[src/rtl/ssa_pkg.sv]
// Purpose: Shared constants and opcode encoding for the lane ALU
// Assumes: 32-bit data path, single core clock
// Notes: Opcode codes are local to this unit
package ssa_pkg;
   localparam int unsigned DATA_W = 32;
   localparam int unsigned HALF_W = 16;
   localparam int unsigned BYTE_W = 8;
   localparam int unsigned SHAMT_W = 5;
   localparam int unsigned ROT_W = 2;
   localparam int unsigned OP_W = 5;
   localparam logic [DATA_W-1:0] RESULT_RESET = 32'h0000_0000;
   localparam logic [5:0] FULL_ASR = 6'h20;
   localparam logic [HALF_W-1:0] HALF_MAX = 16'hFFFF;
   localparam logic [BYTE_W-1:0] BYTE_MAX = 8'hFF;

   // Operation codes presented by the issuing logic
   localparam logic [OP_W-1:0] OP_SAT_ADD_HALVES = 5'h00;
   localparam logic [OP_W-1:0] OP_SAT_ADD_BYTES = 5'h01;
   localparam logic [OP_W-1:0] OP_SAT_SUB_HALVES = 5'h02;
   localparam logic [OP_W-1:0] OP_SAT_SUB_BYTES = 5'h03;
   localparam logic [OP_W-1:0] OP_PACK_BOTTOM_TOP = 5'h04;
   localparam logic [OP_W-1:0] OP_PACK_TOP_BOTTOM = 5'h05;
   localparam logic [OP_W-1:0] OP_SIGN_EXT_BYTE = 5'h06;
   localparam logic [OP_W-1:0] OP_ZERO_EXT_BYTE = 5'h07;
   localparam logic [OP_W-1:0] OP_SIGN_EXT_HALF = 5'h08;
   localparam logic [OP_W-1:0] OP_ZERO_EXT_HALF = 5'h09;
   localparam logic [OP_W-1:0] OP_SIGN_EXT_DUAL_BYTE = 5'h0A;
   localparam logic [OP_W-1:0] OP_ZERO_EXT_DUAL_BYTE = 5'h0B;
   localparam logic [OP_W-1:0] OP_SIGN_EXT_BYTE_ADD = 5'h0C;
   localparam logic [OP_W-1:0] OP_SIGN_EXT_HALF_ADD = 5'h0D;
   localparam logic [OP_W-1:0] OP_SIGN_EXT_DUAL_BYTE_ADD = 5'h0E;
   localparam logic [OP_W-1:0] OP_ZERO_EXT_BYTE_ADD = 5'h0F;
   localparam logic [OP_W-1:0] OP_ZERO_EXT_HALF_ADD = 5'h10;
   localparam logic [OP_W-1:0] OP_ZERO_EXT_DUAL_BYTE_ADD = 5'h11;
endpackage

[src/rtl/ssa_sat_lanes.sv]
// Purpose: Unsigned saturating add or subtract on byte or halfword lanes
// Assumes: Purely combinational, used inside the ALU top
// Notes: Carry or borrow out of each lane drives the clamp
`timescale 1ns/1ps
module ssa_sat_lanes (
   input wire logic [31:0] i_a,
   input wire logic [31:0] i_b,
   input wire logic i_sub,
   input wire logic i_bytes,
   output logic [31:0] o_res
);
   logic [31:0] byte_res;
   logic [31:0] half_res;

   // ------------------------------------------------------------
   // Byte lanes
   // ------------------------------------------------------------
   genvar gb;
   generate
      for (gb = 0; gb < 4; gb++) begin : g_byte
         logic [8:0] wide;
         // Nine-bit sum or difference, top bit flags the clamp
         always_comb begin
            if (i_sub) begin
               wide = {1'b0, i_a[gb*8 +: 8]} - {1'b0, i_b[gb*8 +: 8]};
               byte_res[gb*8 +: 8] = wide[8] ? 8'h00 : wide[7:0];
            end else begin
               wide = {1'b0, i_a[gb*8 +: 8]} + {1'b0, i_b[gb*8 +: 8]};
               byte_res[gb*8 +: 8] = wide[8] ? ssa_pkg::BYTE_MAX : wide[7:0];
            end
         end
      end
   endgenerate

   // ------------------------------------------------------------
   // Halfword lanes
   // ------------------------------------------------------------
   genvar gh;
   generate
      for (gh = 0; gh < 2; gh++) begin : g_half
         logic [16:0] wide;
         // Seventeen-bit sum or difference with clamp
         always_comb begin
            if (i_sub) begin
               wide = {1'b0, i_a[gh*16 +: 16]} - {1'b0, i_b[gh*16 +: 16]};
               half_res[gh*16 +: 16] = wide[16] ? 16'h0000 : wide[15:0];
            end else begin
               wide = {1'b0, i_a[gh*16 +: 16]} + {1'b0, i_b[gh*16 +: 16]};
               half_res[gh*16 +: 16] = wide[16] ? ssa_pkg::HALF_MAX : wide[15:0];
            end
         end
      end
   endgenerate

   // Lane width select
   assign o_res = i_bytes ? byte_res : half_res;
endmodule

[src/rtl/ssa_extend.sv]
// Purpose: Rotate, extend and optionally add for the extend family
// Assumes: Purely combinational, used inside the ALU top
// Notes: Dual forms keep halfword carries apart
`timescale 1ns/1ps
module ssa_extend (
   input wire logic [31:0] i_a,
   input wire logic [31:0] i_src,
   input wire logic [1:0] i_rot,
   input wire logic i_signed,
   input wire logic [1:0] i_size,
   input wire logic i_add,
   output logic [31:0] o_res
);
   logic [31:0] rot;
   logic [31:0] ext;
   logic [15:0] lo_sum;
   logic [15:0] hi_sum;

   // Rotate right by 0, 8, 16 or 24 positions
   always_comb begin
      unique case (i_rot)
         2'd0: rot = i_src;
         2'd1: rot = {i_src[7:0], i_src[31:8]};
         2'd2: rot = {i_src[15:0], i_src[31:16]};
         2'd3: rot = {i_src[23:0], i_src[31:24]};
      endcase
   end

   // Extension by size: 0 byte, 1 half, 2 dual byte
   always_comb begin
      unique case (i_size)
         2'd0: ext = {{24{i_signed & rot[7]}}, rot[7:0]};
         2'd1: ext = {{16{i_signed & rot[15]}}, rot[15:0]};
         default: ext = {{8{i_signed & rot[23]}}, rot[23:16],
                         {8{i_signed & rot[7]}}, rot[7:0]};
      endcase
   end

   // Separate halfword sums for dual forms
   assign lo_sum = i_a[15:0] + ext[15:0];
   assign hi_sum = i_a[31:16] + ext[31:16];

   // Final result choice
   always_comb begin
      if (!i_add) begin
         o_res = ext;
      end else if (i_size == 2'd2) begin
         o_res = {hi_sum, lo_sum};
      end else begin
         o_res = i_a + ext;
      end
   end
endmodule

[src/rtl/ssa_alu.sv]
// Purpose: Lane saturating, pack and extend datapath unit of the core
// Assumes: Operands from the register file, result written one cycle later
// Notes: No flag outputs exist, so condition flags are never touched
//
// Functional notes
// - Saturating halfword add, each lane clamped to 0..65535
// - Saturating byte add, each of four lanes clamped to 0..255
// - Saturating halfword subtract, each lane clamped at zero
// - Saturating byte subtract, each lane clamped at zero
// - Saturating lane operations leave condition flags alone
// - Pack bottom-top: low half from first, high from shifted second
// - Pack top-bottom: high half from first, low from shifted second
// - Bottom-top shift is logical left 0 to 31
// - Top-bottom shift is arithmetic right 1 to 32, code 0 means 32
// - Pack operations leave all flags alone
// - Extend source rotated right by 0, 8, 16 or 24
// - Byte extend takes bits 7..0, sign or zero extended to 32
// - Half extend takes bits 15..0, sign or zero extended to 32
// - Dual byte extend: bytes 0 and 2 each widened to 16 bits
// - Extend-add adds extended value to full first operand word
// - Dual extend-add adds each widened byte to its halfword
// - Extend operations leave all flags alone
`timescale 1ns/1ps
module ssa_alu (
   input wire logic i_clk_sys,
   input wire logic i_rst_n,
   input wire logic i_valid,
   input wire logic i_cond_pass,
   input wire logic [4:0] i_opcode,
   input wire logic [31:0] i_op_a,
   input wire logic [31:0] i_op_b,
   input wire logic [4:0] i_shift_amount,
   input wire logic [1:0] i_rotate_right_amount,
   input wire logic [3:0] i_dest_reg,
   output logic o_result_valid,
   output logic [31:0] o_result,
   output logic [3:0] o_dest_reg,
   output logic o_illegal_op
);
   // ------------------------------------------------------------
   // Decode
   // ------------------------------------------------------------
   logic is_sat;
   logic is_pack;
   logic is_ext;
   logic sat_sub;
   logic sat_bytes;
   logic ext_signed;
   logic [1:0] ext_size;
   logic ext_add;
   logic [31:0] sat_res;
   logic [31:0] ext_res;
   logic [31:0] pack_res;
   logic [31:0] shl_b;
   logic [31:0] asr_b;
   logic [5:0] asr_amt;
   logic [31:0] next_result;
   logic next_result_valid;
   logic [3:0] next_dest_reg;
   logic next_illegal_op;
   logic [31:0] alu_out;
   logic known;

   // Map an extend opcode onto its width class
   function automatic logic [1:0] ext_size_of(input logic [4:0] op);
      logic [1:0] s;
      s = 2'd0;
      if (op == ssa_pkg::OP_SIGN_EXT_HALF || op == ssa_pkg::OP_ZERO_EXT_HALF ||
          op == ssa_pkg::OP_SIGN_EXT_HALF_ADD || op == ssa_pkg::OP_ZERO_EXT_HALF_ADD) begin
         s = 2'd1;
      end else if (op == ssa_pkg::OP_SIGN_EXT_DUAL_BYTE ||
                   op == ssa_pkg::OP_ZERO_EXT_DUAL_BYTE ||
                   op == ssa_pkg::OP_SIGN_EXT_DUAL_BYTE_ADD ||
                   op == ssa_pkg::OP_ZERO_EXT_DUAL_BYTE_ADD) begin
         s = 2'd2;
      end
      return s;
   endfunction

   // Operation class and sub-mode decode
   always_comb begin
      is_sat = (i_opcode <= ssa_pkg::OP_SAT_SUB_BYTES);
      is_pack = (i_opcode == ssa_pkg::OP_PACK_BOTTOM_TOP) ||
                (i_opcode == ssa_pkg::OP_PACK_TOP_BOTTOM);
      is_ext = (i_opcode >= ssa_pkg::OP_SIGN_EXT_BYTE) &&
               (i_opcode <= ssa_pkg::OP_ZERO_EXT_DUAL_BYTE_ADD);
      known = is_sat | is_pack | is_ext;
      sat_sub = (i_opcode == ssa_pkg::OP_SAT_SUB_HALVES) ||
                (i_opcode == ssa_pkg::OP_SAT_SUB_BYTES);
      sat_bytes = (i_opcode == ssa_pkg::OP_SAT_ADD_BYTES) ||
                  (i_opcode == ssa_pkg::OP_SAT_SUB_BYTES);
      ext_signed = (i_opcode == ssa_pkg::OP_SIGN_EXT_BYTE) ||
                   (i_opcode == ssa_pkg::OP_SIGN_EXT_HALF) ||
                   (i_opcode == ssa_pkg::OP_SIGN_EXT_DUAL_BYTE) ||
                   (i_opcode == ssa_pkg::OP_SIGN_EXT_BYTE_ADD) ||
                   (i_opcode == ssa_pkg::OP_SIGN_EXT_HALF_ADD) ||
                   (i_opcode == ssa_pkg::OP_SIGN_EXT_DUAL_BYTE_ADD);
      ext_add = (i_opcode >= ssa_pkg::OP_SIGN_EXT_BYTE_ADD) &&
                (i_opcode <= ssa_pkg::OP_ZERO_EXT_DUAL_BYTE_ADD);
      ext_size = ext_size_of(i_opcode);
   end

   // ------------------------------------------------------------
   // Lane saturating arithmetic
   // ------------------------------------------------------------
   ssa_sat_lanes u_sat (
      .i_a(i_op_a),
      .i_b(i_op_b),
      .i_sub(sat_sub),
      .i_bytes(sat_bytes),
      .o_res(sat_res)
   );

   // ------------------------------------------------------------
   // Extend and extend-add
   // ------------------------------------------------------------
   ssa_extend u_ext (
      .i_a(i_op_a),
      .i_src(i_op_b),
      .i_rot(i_rotate_right_amount),
      .i_signed(ext_signed),
      .i_size(ext_size),
      .i_add(ext_add),
      .o_res(ext_res)
   );

   // ------------------------------------------------------------
   // Halfword pack
   // ------------------------------------------------------------
   // Shift amount code zero selects a full 32-bit right shift
   assign asr_amt = (i_shift_amount == 5'h00) ? ssa_pkg::FULL_ASR :
                    {1'b0, i_shift_amount};
   assign shl_b = i_op_b << i_shift_amount;
   assign asr_b = 32'($signed(i_op_b) >>> asr_amt);

   // Halves assembled from first operand and shifted second
   always_comb begin
      if (i_opcode == ssa_pkg::OP_PACK_BOTTOM_TOP) begin
         pack_res = {shl_b[31:16], i_op_a[15:0]};
      end else begin
         pack_res = {i_op_a[31:16], asr_b[15:0]};
      end
   end

   // ------------------------------------------------------------
   // Result selection and write-back
   // ------------------------------------------------------------
   // Only the result word leaves; no flag path exists
   always_comb begin
      if (is_sat) begin
         alu_out = sat_res;
      end else if (is_pack) begin
         alu_out = pack_res;
      end else if (is_ext) begin
         alu_out = ext_res;
      end else begin
         alu_out = ssa_pkg::RESULT_RESET;
      end
   end

   // Failed condition holds result and destination and raises no write
   always_comb begin
      next_result = o_result;
      next_dest_reg = o_dest_reg;
      next_result_valid = 1'b0;
      next_illegal_op = 1'b0;
      if (i_valid && i_cond_pass) begin
         if (known) begin
            next_result = alu_out;
            next_dest_reg = i_dest_reg;
            next_result_valid = 1'b1;
         end else begin
            next_illegal_op = 1'b1;
         end
      end
   end

   // Output registers
   always_ff @(posedge i_clk_sys or negedge i_rst_n) begin
      if (!i_rst_n) begin
         o_result <= ssa_pkg::RESULT_RESET;
         o_dest_reg <= 4'h0;
         o_result_valid <= 1'b0;
         o_illegal_op <= 1'b0;
      end else begin
         o_result <= next_result;
         o_dest_reg <= next_dest_reg;
         o_result_valid <= next_result_valid;
         o_illegal_op <= next_illegal_op;
      end
   end
endmodule

[config.mk]
export PLATFORM = sky130hd
export DESIGN_NAME = ssa_alu
export DESIGN_NICKNAME = d
export VERILOG_FILES = /design/src/rtl/ssa_pkg.sv /design/src/rtl/ssa_sat_lanes.sv /design/src/rtl/ssa_extend.sv /design/src/rtl/ssa_alu.sv
export SDC_FILE = /design/constraint.sdc
export NUM_CORES = 1
export LEC_CHECK = 0
export BUFFER_PORTS_ARGS = -buffer_cell sky130_fd_sc_hd__buf_2
export CORE_UTILIZATION = 40
export DETAILED_ROUTE_END_ITERATION = 8
export PLACE_DENSITY = 0.65
export SLEW_MARGIN = 30
export SYNTH_ARGS = -nofsm -noshare
export SYNTH_HDL_FRONTEND = slang
export SYNTH_SLANG_ARGS = --single-unit
[constraint.sdc]
create_clock -name i_clk_sys -period 1.35 [get_ports i_clk_sys]
set_input_delay 0.135 -clock i_clk_sys [delete_from_list [all_inputs] [get_ports i_clk_sys]]
set_output_delay 0.135 -clock i_clk_sys [all_outputs]
set_load 0.01 [all_outputs]
==> metrics.cfg <==
[grt]
grt_antenna_before_repair = 5
grt_pass1_wl_um = 106000
grt-ovfl-total = 0
grt_use_met1_pct = 54.6
use_met2_pct = 73.2
grt_max_degree = 59
gr-max-usage-layer = met2
grt_pass1_vias = 17200
grt.total_usage_pct = 45.5
grtUsageMet3_pct = 8.80

[run_status]
violations = setup timing
status = finished, violations left

[die]
placementRows = 64
num_io_pins = 122
start_util_pct = 40.6
fp.coreArea_mm2 = 0.0306
fp.dieW_um = 178
fp.dieH_um = 178
dieArea_mm2 = 0.0318

[cts]
cts_buffer_depth = 2
cts_buffers = 5
cts.reportedPaths.clkPinSlew_ns = 0.07
clock_tree.root_cell = clkbuf_16
clock-sinks = 38
htree_levels = 2
cts_tree = yes
clock_latency_ns = 0.31

[yosys]
synthArstFlopShare_pct = 100
ys_seq_area_share_pct = 7.65
synth_flop_cell = dfrtp_1
ys_ff_latch = 38
syn_area_mm2 = 0.0124
synth_cells = 1766
synth_cell_types = 88
yosys_warnings = 0
synth-edff-count = 0
syn_area_per_cell_um2 = 7.04
synth_fp_nets = 1960

[route]
drt_wl_total_um = 73200
drtIter0Drc = 1772
drtPass1Iterations = 6
drc = 0
num_vias = 17900
wl_per_cell_um = 25.1
ant_nets = 0
via_per_inst = 6.14

[final_layout]
multi_input_area_mm2 = 0.0119
final_util_pct = 67.5
drive_gt1_share_pct = 46.0
layout.nets = 2708
fillers = 2649
regArea_um2 = 951
largest_reg_flops = 32
synthToLayoutAreaGrowth_pct = 66.1

[timing]
worst_slew_pin_slew_ns = 0.780
finalSetupTns_ns = -51.13
hold_viol = 0
fin_crit_ns = 3.15
fin_crit_sh_pct = 233
slew_headroom_pct = 47.5
max_freq_ghz = 0.318
layout_setup_ws_ns = -1.80
rsz0062_at_grt = yes
slew_violations = 0
clock_skew_ns = 0
finalSetupViolations = 37

[setup_path]
cp_top_family = compound AO/OA/AOI/OAI gates
worstPathArrival_ns = 3.37
rrSetupSlack_ns = 0.37
slowest_stage = nor4b_4
cp_num_buf_inv = 4
crit_fanout = 5
end_kind = register
timing_worst_setup_path_type = in -> reg
cp_slowest_stage_delay_ns = 0.33
startpoint_type = input pin
worstPathRequired_ns = 1.57
path_cells = buf_8 -> nor4b_4 -> a31oi_4 -> or2_4 -> a21oi_4 -> o21a_4 -> nor2_2 -> ha_2 -> inv_2 -> fa_2 -> inv_1 -> a21o_1 -> a21oi_2 -> o21ai_2 -> nand3_1 -> o211ai_1 -> a221oi_2 -> buf_4 -> xnor2_1 -> nor2_1 -> o311ai_1

[pwr]
power.leakage_nw = 9.57
ir_worst_vdd_mv = 0.510
powerDensity_mw_per_mm2 = 665

[placement]
place_congestion = 0.999
hpwlAfterDp_um = 58400
pre_cts_ws_ns = -2.27
port-buffer-count = 121

[job]
cap_viol_max_count = 0

[hold_path]
hold_path_class = in -> reg

-- what timing repair did --
item | in CTS | in global routing
endpoints found under the setup margin | 37 | 37
gates resized for setup | 216 | 61
cloned | 3 | 0
hold buffers | 1 | 0
buffers inserted | 51 | 14
endpoints found under the hold margin | 38 | 0
pin swaps | 108 | 58
-- final timing paths --
kind                                 endpoint          start  cells past startpoint
worst max-delay path             o_result[28]    i_opcode[2]                     21
worst min-delay path            o_dest_reg[3]  i_dest_reg[3]                      3
worst max register to register   o_result[30]   o_result[30]                      3
worst min register to register  o_dest_reg[0]  o_dest_reg[0]                      2
max in group asynchronous        o_result[18]        i_rst_n                      3
min in group asynchronous        o_result[15]        i_rst_n                      3
-- routing by layer --
metal	vias up	routed length [um]
met2	1062	32300
met4	0	6110
met1	8481	27500
li1	8053	-
met3	304	7230
met5	-	0
-- stage by stage --
stage               hold slack (ns)  area (um^2)  total power, mW  cells
floorplan                    -0.161        12900             6.06   1766
global placement              0.140        18600             10.5   2840
detailed placement            0.141        18600             10.5   2840
CTS                          0.0117        20300             13.1   2901
global route                 0.0410        20600             14.3   2914
finish                       0.0121        20600             13.7   2915
-- cell families (layout without fill, tap and decap cells) --
kind of cell	count (synthesis)	after routing	synth area share (%)
muxes	122	122	14.7
other	0	4	0
xor gates and xnor gates	61	61	4.30
and+or+nand+nor	535	535	18.8
buffers and inverters	226	975	7.45
DFF	38	38	7.65
AOI/OAI and AO/OA	674	674	35.4
adders and majority gates	110	110	11.7
-- report_power, final --
group          leakage, nW  total (mW)  switching [mW]  internal (mW)
Combinational         9.02        10.4            5.49           4.93
Clock               0.0971        1.77           0.656           1.12
Sequential           0.453        1.54           0.167           1.37
Total                 9.57        13.7            6.31           7.41
-- synthesized netlist by cell type, drive strengths merged (29+ instances only) --
cell type / n / area, um^2
a211oi: 37 / 283
a21o: 29 / 218
a21oi: 180 / 905
a31oi: 43 / 269
buf: 47 / 254
clkbuf: 79 / 297
dfrtp: 38 / 951
ha: 100 / 1250
inv: 97 / 364
mux2i: 54 / 541
mux4: 46 / 1040
nand2: 191 / 717
nand3: 31 / 155
nor2: 192 / 721
o211ai: 35 / 268
o21ai: 165 / 833
xnor2: 38 / 333
-- worst min-delay path: stages --
cell	delay, ns
buf_2	0.07
nand2_1	0.04
nand2_1	0.05
-- cells in the final DEF, fill, tap and decap left out, types with 21 or more instances in the layout --
master,synthesis,routed
ha_4,0,26
inv_1,92,81
o21bai_1,24,22
a31oi_1,43,40
ha_1,100,72
nor2_1,192,183
a211oi_1,36,29
o21ai_0,132,115
buf_6,4,30
nand3_1,31,31
mux2i_1,54,50
o21ai_1,31,30
mux4_2,46,46
buf_4,4,708
a21oi_1,179,138
a21oi_2,1,34
nand2_1,191,184
a21o_1,29,29
buf_2,26,102
xor2_1,23,21
o211ai_1,34,34
xnor2_1,38,35
dfrtp_1,38,38
-- cell type report --
| class | count | share of cell area, % |
|---|---|---|
| clock inverter | 2 | 0.291 |
| multi-input combinational | 1502 | 57.7 |
| clock buffer | 6 | 0.673 |
| inverter | 100 | 1.90 |
| timing repair buffer | 867 | 32.4 |
| sequential | 38 | 4.61 |
| tap | 396 | 2.40 |
| antenna | 4 | 0.0485 |
Power figures use the tool's default switching activity.
